[src/hw/tone_pkg.sv]
// Function
// RL1: External mode: keying waveform sets tone timing.
// RL2: External mode: start 1 us, stop 60 us.
// RL3: Host sets both mode bits before keying.
// RL4: Envelope mode: internal tone while keying high.
// RL5: Envelope: on after 6 us, off 15-60 us.
// RL6: Continuous tone: keying high, select zero.
// RL7: Host keeps low-drop zero while tone active.
// RL8: Low-drop set only when no tone needed.
// RL9: Host brackets each transmission with tone bit.
// RL10: Filter bypass driven only while transmitting.
// RL11: Received bursts shown on detected data output.
// RL12: Eight diagnostic flags in two status registers.
// RL13: Latched flags clear after cause gone, read.
// RL14: Four-bit output level field in data one.
// RL15: Fault pin low while latched flag set.
// RL16: Tone presence flag high while tone sensed.
// RL17: Lockout ignores commands, zeroes data registers.
// RL18: Read clears latched flag only if cause absent.
// RL19: Keying input synchronised before any use.
`default_nettype none
package tone_pkg;
  // ****************************************
  // Timing
  // ****************************************
  localparam int CLK_HZ = 50_000_000;
  localparam int CLK_NS = 20;
  localparam int TONE_HZ = 22_000;
  localparam int HALF_CYC = CLK_HZ / (2 * TONE_HZ);
  localparam int EXT_ON_NS = 1_000;
  localparam int EXT_OFF_NS = 60_000;
  localparam int ENV_ON_NS = 6_000;
  localparam int ENV_OFF_NS = 15_000;
  localparam int DET_HOLD_NS = 60_000;
  localparam int EXT_ON_CYC = (EXT_ON_NS + CLK_NS - 1) / CLK_NS;
  localparam int EXT_OFF_CYC = (EXT_OFF_NS + CLK_NS - 1) / CLK_NS;
  localparam int ENV_ON_CYC = (ENV_ON_NS + CLK_NS - 1) / CLK_NS;
  localparam int ENV_OFF_CYC = (ENV_OFF_NS + CLK_NS - 1) / CLK_NS;
  localparam int DET_HOLD_CYC = (DET_HOLD_NS + CLK_NS - 1) / CLK_NS;
  localparam int CNT_W = 12;
  // ****************************************
  // Device registers
  // ****************************************
  localparam logic [1:0] DEV_DATA1 = 2'h0;
  localparam logic [1:0] DEV_DATA2 = 2'h1;
  localparam logic [1:0] DEV_STAT1 = 2'h2;
  localparam logic [1:0] DEV_STAT2 = 2'h3;
  localparam int VSEL_MSB = 3;
  localparam int D2_TONE_ON = 0;
  localparam int D2_EXT_SEL = 1;
  localparam int D2_LOW_DROP = 2;
  localparam logic [7:0] DEV_RESET = 8'h00;
  // ****************************************
  // Host APB registers
  // ****************************************
  localparam logic [7:0] OFF_CMD = 8'h00;
  localparam logic [7:0] OFF_STAT = 8'h04;
  localparam logic [7:0] OFF_KEY = 8'h08;
  localparam logic [7:0] OFF_IRQ_ST = 8'h0C;
  localparam logic [7:0] OFF_IRQ_CLR = 8'h10;
  localparam logic [7:0] OFF_IRQ_EN = 8'h14;
  localparam int CMD_ADDR_LSB = 8;
  localparam int CMD_READ = 10;
  localparam int STAT_BUSY = 0;
  localparam int STAT_FAULT = 1;
  localparam int STAT_DDATA = 2;
  localparam int STAT_RD_LSB = 8;
  localparam int KEY_LEVEL = 0;
  localparam int KEY_SQUARE = 1;
  localparam int IRQ_N = 3;
  localparam int IRQ_DONE = 0;
  localparam int IRQ_FAULT = 1;
  localparam int IRQ_DDATA = 2;
  typedef enum logic [3:0] {
    TS_IDLE = 4'h1,
    TS_START = 4'h2,
    TS_ON = 4'h4,
    TS_STOP = 4'h8
  } tone_state_t;
  typedef enum logic [1:0] {
    HS_IDLE = 2'h1,
    HS_WAIT = 2'h2
  } host_state_t;
endpackage
`default_nettype wire

[src/hw/tone_if.sv]
`default_nettype none
interface tone_if;
  logic tone_keying_input;
  logic reg_wr;
  logic reg_rd;
  logic [1:0] reg_addr;
  logic [7:0] reg_wdata;
  logic [7:0] reg_rdata;
  logic reg_ack;
  logic fault_pin_o;
  logic fault_pin_oe;
  logic fault_pin_level;
  logic detected_data_output;
  // The fault line is open drain with a pull-up.
  assign fault_pin_level = fault_pin_oe ? fault_pin_o : 1'b1;
  modport dev (
    input tone_keying_input, reg_wr, reg_rd, reg_addr, reg_wdata, fault_pin_level,
    output reg_rdata, reg_ack, fault_pin_o, fault_pin_oe, detected_data_output
  );
  modport host (
    output tone_keying_input, reg_wr, reg_rd, reg_addr, reg_wdata,
    input reg_rdata, reg_ack, fault_pin_level, detected_data_output
  );
endinterface
`default_nettype wire

[src/hw/level_sync.sv]
`default_nettype none
module level_sync (
  input wire logic pclk,
  input wire logic presetn,
  input wire logic [1:0] d,
  output logic [1:0] q
);
  logic [1:0] meta_r;
  // Only the second stage is read; the first may be metastable.
  always_ff @(posedge pclk or negedge presetn) begin
    if (!presetn) begin
      meta_r <= 2'h0;
      q <= 2'h0;
    end else begin
      meta_r <= d;
      q <= meta_r;
    end
  end
endmodule
`default_nettype wire

[src/hw/tone_device.sv]
// The APB slave port and the register addresses were left to the implementer.
`default_nettype none
module tone_device
  import tone_pkg::*;
(
  input wire logic pclk,
  input wire logic presetn,
  tone_if.dev link,
  input wire logic tone_sense_input,
  input wire logic overload_cause,
  input wire logic overtemp_cause,
  input wire logic power_bad_cause,
  input wire logic output_low_cause,
  input wire logic tone_quality_cause,
  input wire logic min_load_cause,
  input wire logic pulldown_oc_cause,
  input wire logic uvlo,
  output logic tone_out,
  output logic tone_active,
  output logic filter_bypass_drive,
  output logic [3:0] vout_sel,
  output logic low_drop_select
);
  // ****************************************
  // Input synchronisation
  // ****************************************
  logic [1:0] sync_q;
  logic key_s;
  logic sense_s;
  logic key_d_r;
  logic sense_d_r;
  logic key_edge;
  logic sense_rise;

  level_sync u_sync (
    .pclk(pclk),
    .presetn(presetn),
    .d({tone_sense_input, link.tone_keying_input}),
    .q(sync_q)
  ); // [RL19]

  assign key_s = sync_q[0];
  assign sense_s = sync_q[1];
  assign key_edge = key_s ^ key_d_r;
  assign sense_rise = sense_s & ~sense_d_r;

  always_ff @(posedge pclk or negedge presetn) begin
    if (!presetn) begin
      key_d_r <= 1'b0;
      sense_d_r <= 1'b0;
    end else begin
      key_d_r <= key_s;
      sense_d_r <= sense_s;
    end
  end

  // ****************************************
  // Data registers
  // ****************************************
  logic ten_r;
  logic ext_r;
  logic stat1_rd;

  assign stat1_rd = link.reg_rd & (link.reg_addr == DEV_STAT1) & ~uvlo;

  always_ff @(posedge pclk or negedge presetn) begin
    if (!presetn) begin
      vout_sel <= DEV_RESET[VSEL_MSB:0];
      ten_r <= 1'b0;
      ext_r <= 1'b0;
      low_drop_select <= 1'b0;
    end else if (uvlo) begin
      vout_sel <= DEV_RESET[VSEL_MSB:0]; // [RL17]
      ten_r <= 1'b0;
      ext_r <= 1'b0;
      low_drop_select <= 1'b0;
    end else if (link.reg_wr) begin
      if (link.reg_addr == DEV_DATA1) begin
        vout_sel <= link.reg_wdata[VSEL_MSB:0]; // [RL14]
      end
      if (link.reg_addr == DEV_DATA2) begin
        ten_r <= link.reg_wdata[D2_TONE_ON];
        ext_r <= link.reg_wdata[D2_EXT_SEL];
        low_drop_select <= link.reg_wdata[D2_LOW_DROP];
      end
    end
  end

  // ****************************************
  // Diagnostics
  // ****************************************
  logic [2:0] latch_r;
  logic [2:0] cause;
  logic [3:0] live_r;
  logic tone_presence_flag_r;
  logic [CNT_W-1:0] det_cnt_r;

  assign cause = {power_bad_cause, overtemp_cause, overload_cause};

  // A persisting cause wins over the read, so the flag stays set.
  for (genvar i = 0; i < 3; i++) begin : g_latch
    always_ff @(posedge pclk or negedge presetn) begin
      if (!presetn) begin
        latch_r[i] <= 1'b0;
      end else begin
        latch_r[i] <= cause[i] | (latch_r[i] & ~stat1_rd); // [RL13] [RL18]
      end
    end
  end

  always_ff @(posedge pclk or negedge presetn) begin
    if (!presetn) begin
      live_r <= 4'h0;
    end else begin
      live_r <= {pulldown_oc_cause, min_load_cause, tone_quality_cause, output_low_cause}; // [RL12]
    end
  end

  // Presence is held one hold window past the last sensed rising edge.
  always_ff @(posedge pclk or negedge presetn) begin
    if (!presetn) begin
      det_cnt_r <= '0;
      tone_presence_flag_r <= 1'b0;
    end else begin
      if (sense_rise) begin
        det_cnt_r <= CNT_W'(DET_HOLD_CYC - 1);
      end else if (det_cnt_r != '0) begin
        det_cnt_r <= det_cnt_r - 1'b1;
      end
      tone_presence_flag_r <= sense_rise | (det_cnt_r != '0); // [RL16]
    end
  end

  assign link.detected_data_output = tone_presence_flag_r; // [RL11]

  logic fault_oe_r;

  always_ff @(posedge pclk or negedge presetn) begin
    if (!presetn) begin
      fault_oe_r <= 1'b0;
    end else begin
      fault_oe_r <= |latch_r; // [RL15]
    end
  end

  assign link.fault_pin_o = 1'b0;
  assign link.fault_pin_oe = fault_oe_r;

  // ****************************************
  // Register read path
  // ****************************************
  logic [7:0] stat1;
  logic [7:0] stat2;
  logic [7:0] rd_mux;
  logic [7:0] rdata_r;
  logic ack_r;

  assign stat1 = {4'h0, latch_r[2], live_r[0], latch_r[1], latch_r[0]}; // [RL12]
  assign stat2 = {4'h0, tone_presence_flag_r, live_r[3], live_r[2], live_r[1]};

  always_comb begin
    unique case (link.reg_addr)
      DEV_DATA1: rd_mux = {4'h0, vout_sel};
      DEV_DATA2: rd_mux = {5'h00, low_drop_select, ext_r, ten_r};
      DEV_STAT1: rd_mux = stat1;
      DEV_STAT2: rd_mux = stat2;
    endcase
  end

  always_ff @(posedge pclk or negedge presetn) begin
    if (!presetn) begin
      ack_r <= 1'b0;
      rdata_r <= 8'h00;
    end else begin
      ack_r <= link.reg_wr | link.reg_rd;
      rdata_r <= (link.reg_rd & ~uvlo) ? rd_mux : 8'h00;
    end
  end

  assign link.reg_ack = ack_r;
  assign link.reg_rdata = rdata_r;

  // ****************************************
  // Internal tone generator
  // ****************************************
  logic [CNT_W-1:0] half_cnt_r;
  logic gen_r;

  always_ff @(posedge pclk or negedge presetn) begin
    if (!presetn) begin
      half_cnt_r <= '0;
      gen_r <= 1'b0;
    end else if (half_cnt_r == CNT_W'(HALF_CYC - 1)) begin
      half_cnt_r <= '0;
      gen_r <= ~gen_r;
    end else begin
      half_cnt_r <= half_cnt_r + 1'b1;
    end
  end

  // ****************************************
  // Tone keying
  // ****************************************
  tone_state_t st_r;
  logic [CNT_W-1:0] cnt_r;
  logic key_live;

  // External mode is alive on toggling, envelope mode on the level.
  assign key_live = ext_r ? key_edge : key_s;

  always_ff @(posedge pclk or negedge presetn) begin
    if (!presetn) begin
      st_r <= TS_IDLE;
      cnt_r <= '0;
    end else if (!ten_r) begin
      st_r <= TS_IDLE; // [RL6]
    end else begin
      unique case (st_r)
        TS_IDLE: begin
          if (key_live) begin
            st_r <= TS_START;
            cnt_r <= ext_r ? CNT_W'(EXT_ON_CYC - 1) : CNT_W'(ENV_ON_CYC - 1); // [RL2] [RL5]
          end
        end
        TS_START: begin
          if (cnt_r == '0) begin
            st_r <= TS_ON;
          end else begin
            cnt_r <= cnt_r - 1'b1;
          end
        end
        TS_ON: begin
          if (!key_live) begin
            st_r <= TS_STOP;
            cnt_r <= ext_r ? CNT_W'(EXT_OFF_CYC - 1) : CNT_W'(ENV_OFF_CYC - 1); // [RL2] [RL5]
          end
        end
        TS_STOP: begin
          if (key_live) begin
            st_r <= TS_ON;
          end else if (cnt_r == '0) begin
            st_r <= TS_IDLE;
          end else begin
            cnt_r <= cnt_r - 1'b1;
          end
        end
        default: st_r <= TS_IDLE;
      endcase
    end
  end

  logic sending;

  assign sending = (st_r == TS_ON) | (st_r == TS_STOP);

  // In external mode only edges and amplitude are ours, timing is the key's.
  always_ff @(posedge pclk or negedge presetn) begin
    if (!presetn) begin
      tone_out <= 1'b0;
      tone_active <= 1'b0;
      filter_bypass_drive <= 1'b0;
    end else begin
      tone_out <= sending & (ext_r ? key_s : gen_r); // [RL1] [RL4]
      tone_active <= sending;
      filter_bypass_drive <= sending; // [RL10]
    end
  end
endmodule
`default_nettype wire

[src/flat_wrapper.sv]
// flat-port wrapper written by rule: the top's interface ports become plain ports
module tone_device_flat import tone_pkg::*;
  (pclk, presetn, tone_sense_input, overload_cause, overtemp_cause, power_bad_cause, output_low_cause, tone_quality_cause, min_load_cause, pulldown_oc_cause, uvlo, tone_out, tone_active, filter_bypass_drive, vout_sel, low_drop_select, link_tone_keying_input, link_reg_wr, link_reg_rd, link_reg_addr, link_reg_wdata, link_reg_rdata, link_reg_ack, link_fault_pin_o, link_fault_pin_oe, link_detected_data_output);
  tone_if link_i ();
  input wire logic pclk;
  input wire logic presetn;
  input wire logic tone_sense_input;
  input wire logic overload_cause;
  input wire logic overtemp_cause;
  input wire logic power_bad_cause;
  input wire logic output_low_cause;
  input wire logic tone_quality_cause;
  input wire logic min_load_cause;
  input wire logic pulldown_oc_cause;
  input wire logic uvlo;
  output logic tone_out;
  output logic tone_active;
  output logic filter_bypass_drive;
  output logic [3:0] vout_sel;
  output logic low_drop_select;
  input wire logic [$bits(link_i.tone_keying_input)-1:0] link_tone_keying_input;
  input wire logic [$bits(link_i.reg_wr)-1:0] link_reg_wr;
  input wire logic [$bits(link_i.reg_rd)-1:0] link_reg_rd;
  input wire logic [$bits(link_i.reg_addr)-1:0] link_reg_addr;
  input wire logic [$bits(link_i.reg_wdata)-1:0] link_reg_wdata;
  output wire logic [$bits(link_i.reg_rdata)-1:0] link_reg_rdata;
  output wire logic [$bits(link_i.reg_ack)-1:0] link_reg_ack;
  output wire logic [$bits(link_i.fault_pin_o)-1:0] link_fault_pin_o;
  output wire logic [$bits(link_i.fault_pin_oe)-1:0] link_fault_pin_oe;
  output wire logic [$bits(link_i.detected_data_output)-1:0] link_detected_data_output;
  assign link_i.tone_keying_input = link_tone_keying_input;
  assign link_i.reg_wr = link_reg_wr;
  assign link_i.reg_rd = link_reg_rd;
  assign link_i.reg_addr = link_reg_addr;
  assign link_i.reg_wdata = link_reg_wdata;
  assign link_reg_rdata = link_i.reg_rdata;
  assign link_reg_ack = link_i.reg_ack;
  assign link_fault_pin_o = link_i.fault_pin_o;
  assign link_fault_pin_oe = link_i.fault_pin_oe;
  assign link_detected_data_output = link_i.detected_data_output;
  tone_device u_core (.pclk(pclk), .presetn(presetn), .link(link_i), .tone_sense_input(tone_sense_input), .overload_cause(overload_cause), .overtemp_cause(overtemp_cause), .power_bad_cause(power_bad_cause), .output_low_cause(output_low_cause), .tone_quality_cause(tone_quality_cause), .min_load_cause(min_load_cause), .pulldown_oc_cause(pulldown_oc_cause), .uvlo(uvlo), .tone_out(tone_out), .tone_active(tone_active), .filter_bypass_drive(filter_bypass_drive), .vout_sel(vout_sel), .low_drop_select(low_drop_select));
endmodule
[config.mk]
export PLATFORM = sky130hd
export DESIGN_NAME = tone_device_flat
export DESIGN_NICKNAME = d
export VERILOG_FILES = /design/src/hw/tone_pkg.sv /design/src/hw/tone_if.sv /design/src/hw/level_sync.sv /design/src/hw/tone_device.sv /design/src/flat_wrapper.sv
export SDC_FILE = /design/constraint.sdc
export NUM_CORES = 1
export LEC_CHECK = 0
export BUFFER_PORTS_ARGS = -buffer_cell sky130_fd_sc_hd__buf_4
export CAP_MARGIN = 20
export CORE_MARGIN = 8
export CORE_UTILIZATION = 52
export CTS_CLUSTER_SIZE = 20
export DETAILED_ROUTE_END_ITERATION = 8
export GPL_ROUTABILITY_DRIVEN = 0
export PLACE_DENSITY = 0.79
export SYNTH_ARGS = -nofsm -noshare
export SYNTH_HDL_FRONTEND = slang
export SYNTH_SLANG_ARGS = --single-unit
[constraint.sdc]
create_clock -name pclk -period 2.7 [get_ports pclk]
set_input_delay 0.27 -clock pclk [delete_from_list [all_inputs] [get_ports pclk]]
set_output_delay 0.27 -clock pclk [all_outputs]
set_load 0.03 [all_outputs]
# Word level (Yosys, flattened, before mapping)
# Index checks and enable logic that the tools add are counted.
# classes
n_addsub	3
n_eq_ne	15
n_mux	33
bitwise	19
reduce_logical	13
# ops
cell	n
12-bit 2-to-1 mux	8
12-bit one-hot mux with 4 select lines	1
4-bit 2-to-1 mux	9
8-bit one-hot mux with 4 select lines	1
12-bit by 1-bit subtractor with 12-bit output (second input constant)	2
4-bit one-hot mux with 4 select lines	1
12-bit by 1-bit adder with 12-bit output (second input constant)	1
12-bit by 11-bit equality test with 1-bit output (second input constant)	1
12-bit logical NOT	1
12-bit nonzero test	1
1-bit 2-to-1 mux	11
9-bit 2-to-1 mux	1
3-bit != test (second input constant)	3
1-bit bitwise AND	8
8-bit 2-to-1 mux	1
2-bit nonzero test	4
1-bit bitwise OR	6
5-bit AND reduction	1
2-bit equality test (second input constant)	2
4-bit by 1-bit equality test with 1-bit output (second input constant)	1
4-bit by 2-bit equality test with 1-bit output (second input constant)	1
4-bit by 3-bit equality test with 1-bit output (second input constant)	1
4-bit equality test (second input constant)	1
2-bit != test (second input constant)	2
other kinds (10)	14
# totals
reg_bits	74
inputBits	24
output_inout_bits	20

# Logic depth before layout (Yosys ltp)
# logic_depth
ltp_word	6
mapped_depth	8
ltp_nobuf	7

# Cells and area by module
# A second synthesis with hierarchy kept.
# unflattened
hier_cells	333
area_unflattened_um2	3432.0
# modules_own_cells
mod	instances	cells_per_inst	area_each_um2	seq_area_each_um2
tone_device	1	328	3325.7	1652.8
level_sync	1	4	100.1	100.1
tone_device_flat	1	1	6.3	0.0

# Worst setup path after synthesis
# No wires, ideal clock.
# synth_timing
path_type	register -> register
from	reg u_core.st_r[1]
to	reg u_core.cnt_r[2]
arrival_time_ns	1.917
t_required_ns	2.579
path_slack_ns	0.661
path_stages_with_launch	8
synth_period_minus_slack_ns	2.039
cell_sequence	dfrtp_1 -> buf_6 -> or4b_4 -> o21ba_4 -> o31ai_4 -> or2_1 -> buf_6 -> o221a_4
# synth_via
elab_chain_cells	3
# synth_rtl
item	line	source
start: declaration	tone_device.sv:204	tone_state_t st_r;
start signal: assignment	tone_device.sv:213	st_r <= TS_IDLE;
start signal: assignment	tone_device.sv:216	st_r <= TS_IDLE;
start signal: assignment	tone_device.sv:221	st_r <= TS_START;
4-bit by 3-bit equality test with 1-bit output (tied with other cells)	tone_device.sv:218	unique case (st_r)
2-bit != test (no source line) (tied with other cells)	n/a	
5-bit AND reduction (no source line)	n/a	
end signal: assignment	tone_device.sv:222	cnt_r <= ext_r ? CNT_W'(EXT_ON_CYC - 1) : CNT_W'(ENV_ON_CYC - 1);
end signal: assignment	tone_device.sv:229	cnt_r <= cnt_r - 1'b1;
end signal: assignment	tone_device.sv:235	cnt_r <= ext_r ? CNT_W'(EXT_OFF_CYC - 1) : CNT_W'(ENV_OFF_CYC - 1);
end: declaration	tone_device.sv:205	logic [CNT_W-1:0] cnt_r;
# Several ways; a longest one is shown, not always the timed one.
# A chain may end at the register's enable or synchronous reset.

# Worst setup path in the final report
# layout_timing
from	reg u_core.ext_r
to	reg u_core.cnt_r[2]
# layout_via
elab_chain_cells	3
# layout_rtl
item	line	source
start: declaration	tone_device.sv:61	logic ext_r;
start signal: assignment	tone_device.sv:83	ext_r <= link.reg_wdata[D2_EXT_SEL];
1-bit 2-to-1 mux (*)	tone_device.sv:209	assign key_live = ext_r ? key_edge : key_s;
2-bit != test (no source line) / 2-bit by 1-bit != test with 1-bit output (equally long branches)	n/a	
5-bit AND reduction (no source line) (*)	n/a	
# Mark *: on every way between the ends. The rest lies on a longest branch, timed or not.

==> flow_summary.ini <==
[clock_network]
clock_latency_ps = 350
clkTransAtPathRegs_ps = 80
clockRootBuffer = clkbuf_8
tritoncts = yes
cts_buffer_depth = 2
htreeDepth = 3
ctsHoldBuffers = 0
postCtsSetupRepairBufs = 0
clkSinkCount = 70
cts_resized = 0
cts_made_buffers = 9

[power_and_ir_drop]
p_seq_share_pct = 45.3
p_int_mw = 1.99
max-vdd-ir-drop_mv = 0.567
static-leakage-power_nw = 1.73
switching_share_pct = 25.9
p_comb_share_pct = 13.1
power_density_mw_per_mm2 = 678
power.total_mw = 2.69
clkPwrFrac_pct = 41.6
p_sw_mw = 0.696

[grt]
antenna_found_initial = 0
grt_pass1_vias = 2483
grt_pass1_wl_mm = 11.9
overflow = 0
grt.total_usage_pct = 15.1
grt_max_degree = 71

[synthesis]
yosysSeqAreaShare_pct = 51.3
ys_ff_latch = 70
ys.flop_type = dfrtp_1
syn-instance-count = 331
netlist_top_cells_area = dfrtp_1 51%, nor2_1 4.0%, o21ai_0 3.2%
synth_edf_count = 0
synth_area_mm2 = 0.00342
synth.distinct_cells = 57
synthArstFlopShare_pct = 100
syn_avg_cell_area_um2 = 10.3
synth_top_area_share_pct = 50.5
synth_top_cell_by_area = dfrtp_1
yosys_warnings = 0

[timing]
hold_viol = 0
slew_viol_final = 0
max_slew_margin_pct = 45.0
hold_slack_ps = 13.5
setup-violations-final = 0
finalSetupTns_ps = 0
fmax_mhz = 416
tightest_slew_ps = 825
rsz0062_at_grt = no
timing.final.crit_share_pct = 89.1
layout_min_cycle_time_ps = 2410
fin_skew_ps = 14.6

[route]
met3_length_um = 290
wl_met1_mm = 2.95
drc_errors = 0
highest_layer = met4
drt_iter0_drc = 157
met2_length_mm = 3.43
dr.pass1.iters = 4
vias = 2505
wire_per_inst_um = 15.2
via_per_inst = 5.63
ant_nets = 0
drt_wl_total_mm = 6.75

[critical_path]
cpPeakStageDelay_ps = 600
crit_arrival_ps = 2640
path_cells = a21boi_0 -> nor4b_1 -> o31ai_4 -> or2_1 -> o221a_4
critPathCaptureType = flip-flop
required_ps = 2940
critPathSlowestCell = nor4b_1
path_class = reg2reg
start_kind = flip-flop
worstPathMaxFanout = 16

[placed_design]
dp_cells = 429
port_buffers = 34
hpwl_mm = 4.72

[finish]
final_cell_count_no_fill = 445
seq_area_mm2 = 0.00175
multi_input_area_mm2 = 0.00153
fillerInstances = 514
antennaDiodeCount = 0
final_core_util_pct = 62.4
areaGrowthSynthToFinish_pct = 16.0
nets = 391
final_layout_size_suffix_gt1_share_pct = 19.8

[floorplanning]
initial_utilization_pct = 53.8
rows = 29
die_w_um = 97.1
core_mm2 = 0.00635
die_h_um = 97.1
io_pins = 44
die_area_mm2 = 0.00942

[run_status]
run_status = finished, final reports clean

[min_path]
hp-class = in2async

[flow_run]
drv_cap = 0
-- registers in the layout, summed over array words and instances, names as in the netlist, 2 cells and up --
signal and count:
u_core.vout_sel 4, u_core.cnt_r 12, u_core.link.reg_rdata 4, u_core.latch_r 3, u_core.half_cnt_r 12, u_core.live_r 4
u_core.det_cnt_r 12, u_core.u_sync.q 2, u_core.u_sync.meta_r 2, u_core.st_r 4
-- power groups by stage --
| stage | logic (mW) | registers [mW] | clock network (mW) |
|---|---|---|---|
| after floorplan | 0.243 | 1.22 | 0 |
| after global placement | 0.337 | 1.23 | 0 |
| after detailed placement | 0.350 | 1.24 | 0 |
| after CTS | 0.353 | 1.22 | 1.15 |
| after global routing | 0.396 | 1.23 | 1.19 |
| final | 0.351 | 1.22 | 1.12 |
-- kinds of logic (layout without fill, tap and decap cells) --
family / count (synthesis) / count (layout) / synth area share [%]
and+or+nand+nor: 131 / 131 / 20.7
DFF: 70 / 70 / 51.3
AOI/OAI and AO/OA: 65 / 65 / 12.7
buffers and inverters: 30 / 63 / 4.54
xor gates and xnor gates: 18 / 18 / 4.61
muxes: 12 / 12 / 4.65
adders and majority gates: 4 / 4 / 1.46
other: 1 / 5 / 0.110
-- per-layer routing --
| layer | vias up | track usage [%] |
|---|---|---|
| met3 | 9 | 5.19 |
| met1 | 1229 | 17.6 |
| li1 | 1220 | - |
| met2 | 47 | 25.6 |
| met5 | - | 0 |
| met4 | 0 | 4.62 |
-- cells in the final DEF (no fill, tap or decap), types with 2 or more instances in the layout --
cell type  synthesis  final
a21o_1             3      3
a21oi_1           14     14
a31oi_1            5      5
and2_1             2      2
and3_1             5      5
buf_4              6     38
bufinv_16          0      4
clkbuf_8           0      9
clkinv_4           0      3
conb_1             1      5
dfrtp_1           69     69
ha_1               4      4
inv_1              9      9
mux2i_1            8      8
mux4_2             3      3
nand2_1           23     23
nand2b_1           2      2
nand3_1            8      8
nand3b_1           2      2
nand4_1            3      3
nor2_1            36     36
nor2b_1           10     10
nor3_1            13     13
nor3b_1            2      2
nor4_1             4      4
nor4b_1            3      3
o21ai_0           22     22
o22ai_1            2      2
o31a_1             3      3
o31ai_1            3      3
o41ai_1            2      2
or2_2              3      3
or3_1              4      4
or3b_2             3      3
xnor2_1           11     11
xor2_1             7      7
-- final cells by class --
type                       instances  area share [%]
inverter                           9           0.852
clock inverter                     7            3.69
clock buffer                       9            3.13
sequential                        70            44.2
timing repair buffer              38            7.20
tap                               77            2.43
multi-input combinational        235            38.5
-- Yosys cell counts (3+ instances only) --
cell type  instances
and3_1             5
clkbuf_1           9
nand4_1            3
nand2_1           23
mux2i_1            8
xor2_1             7
nor4b_1            3
xnor2_1           11
nand3_1            8
nor2b_1           10
buf_2              4
nor4_1             4
buf_4              6
a31oi_1            5
ha_1               4
inv_1              9
or3_1              4
nor3_1            13
o31ai_1            3
or3b_2             3
dfrtp_1           69
a21o_1             3
o31a_1             3
or2_2              3
a21oi_1           14
mux4_2             3
nor2_1            36
o21ai_0           22
-- final timing paths --
check | to | cells past startpoint | slack [ps] | from
max in group asynchronous | u_core.st_r[2] | 1 | 2130 | presetn
hold / removal | u_core.link.reg_rdata[3] | 1 | 10 | presetn
hold reg to reg | u_core.u_sync.q[1] | 0 | 360 | u_core.u_sync.meta_r[1]
setup reg to reg | u_core.cnt_r[2] | 5 | 290 | u_core.ext_r
setup / recovery | u_core.cnt_r[2] | 5 | 290 | u_core.ext_r
min in group pclk | u_core.live_r[2] | 1 | 30 | min_load_cause
-- metrics by stage --
stage | worst slack, ps | cell area [µm²]
4_1_cts | 320 | 3960
6_report | 294 | 3960
2_1_floorplan | 661 | 3430
3_5_place_dp | 396 | 3690
5_1_grt | 123 | 3960
3_3_place_gp | 439 | 3690
-- worst max-delay path: cells and delay by family (launching register included) --
kind	cells	cell delay, ps
flip-flops	1	550
AND/OR/NAND/NOR	2	1010
AO/OA/AOI/OAI	3	740
Power figures use the tool's default switching activity.
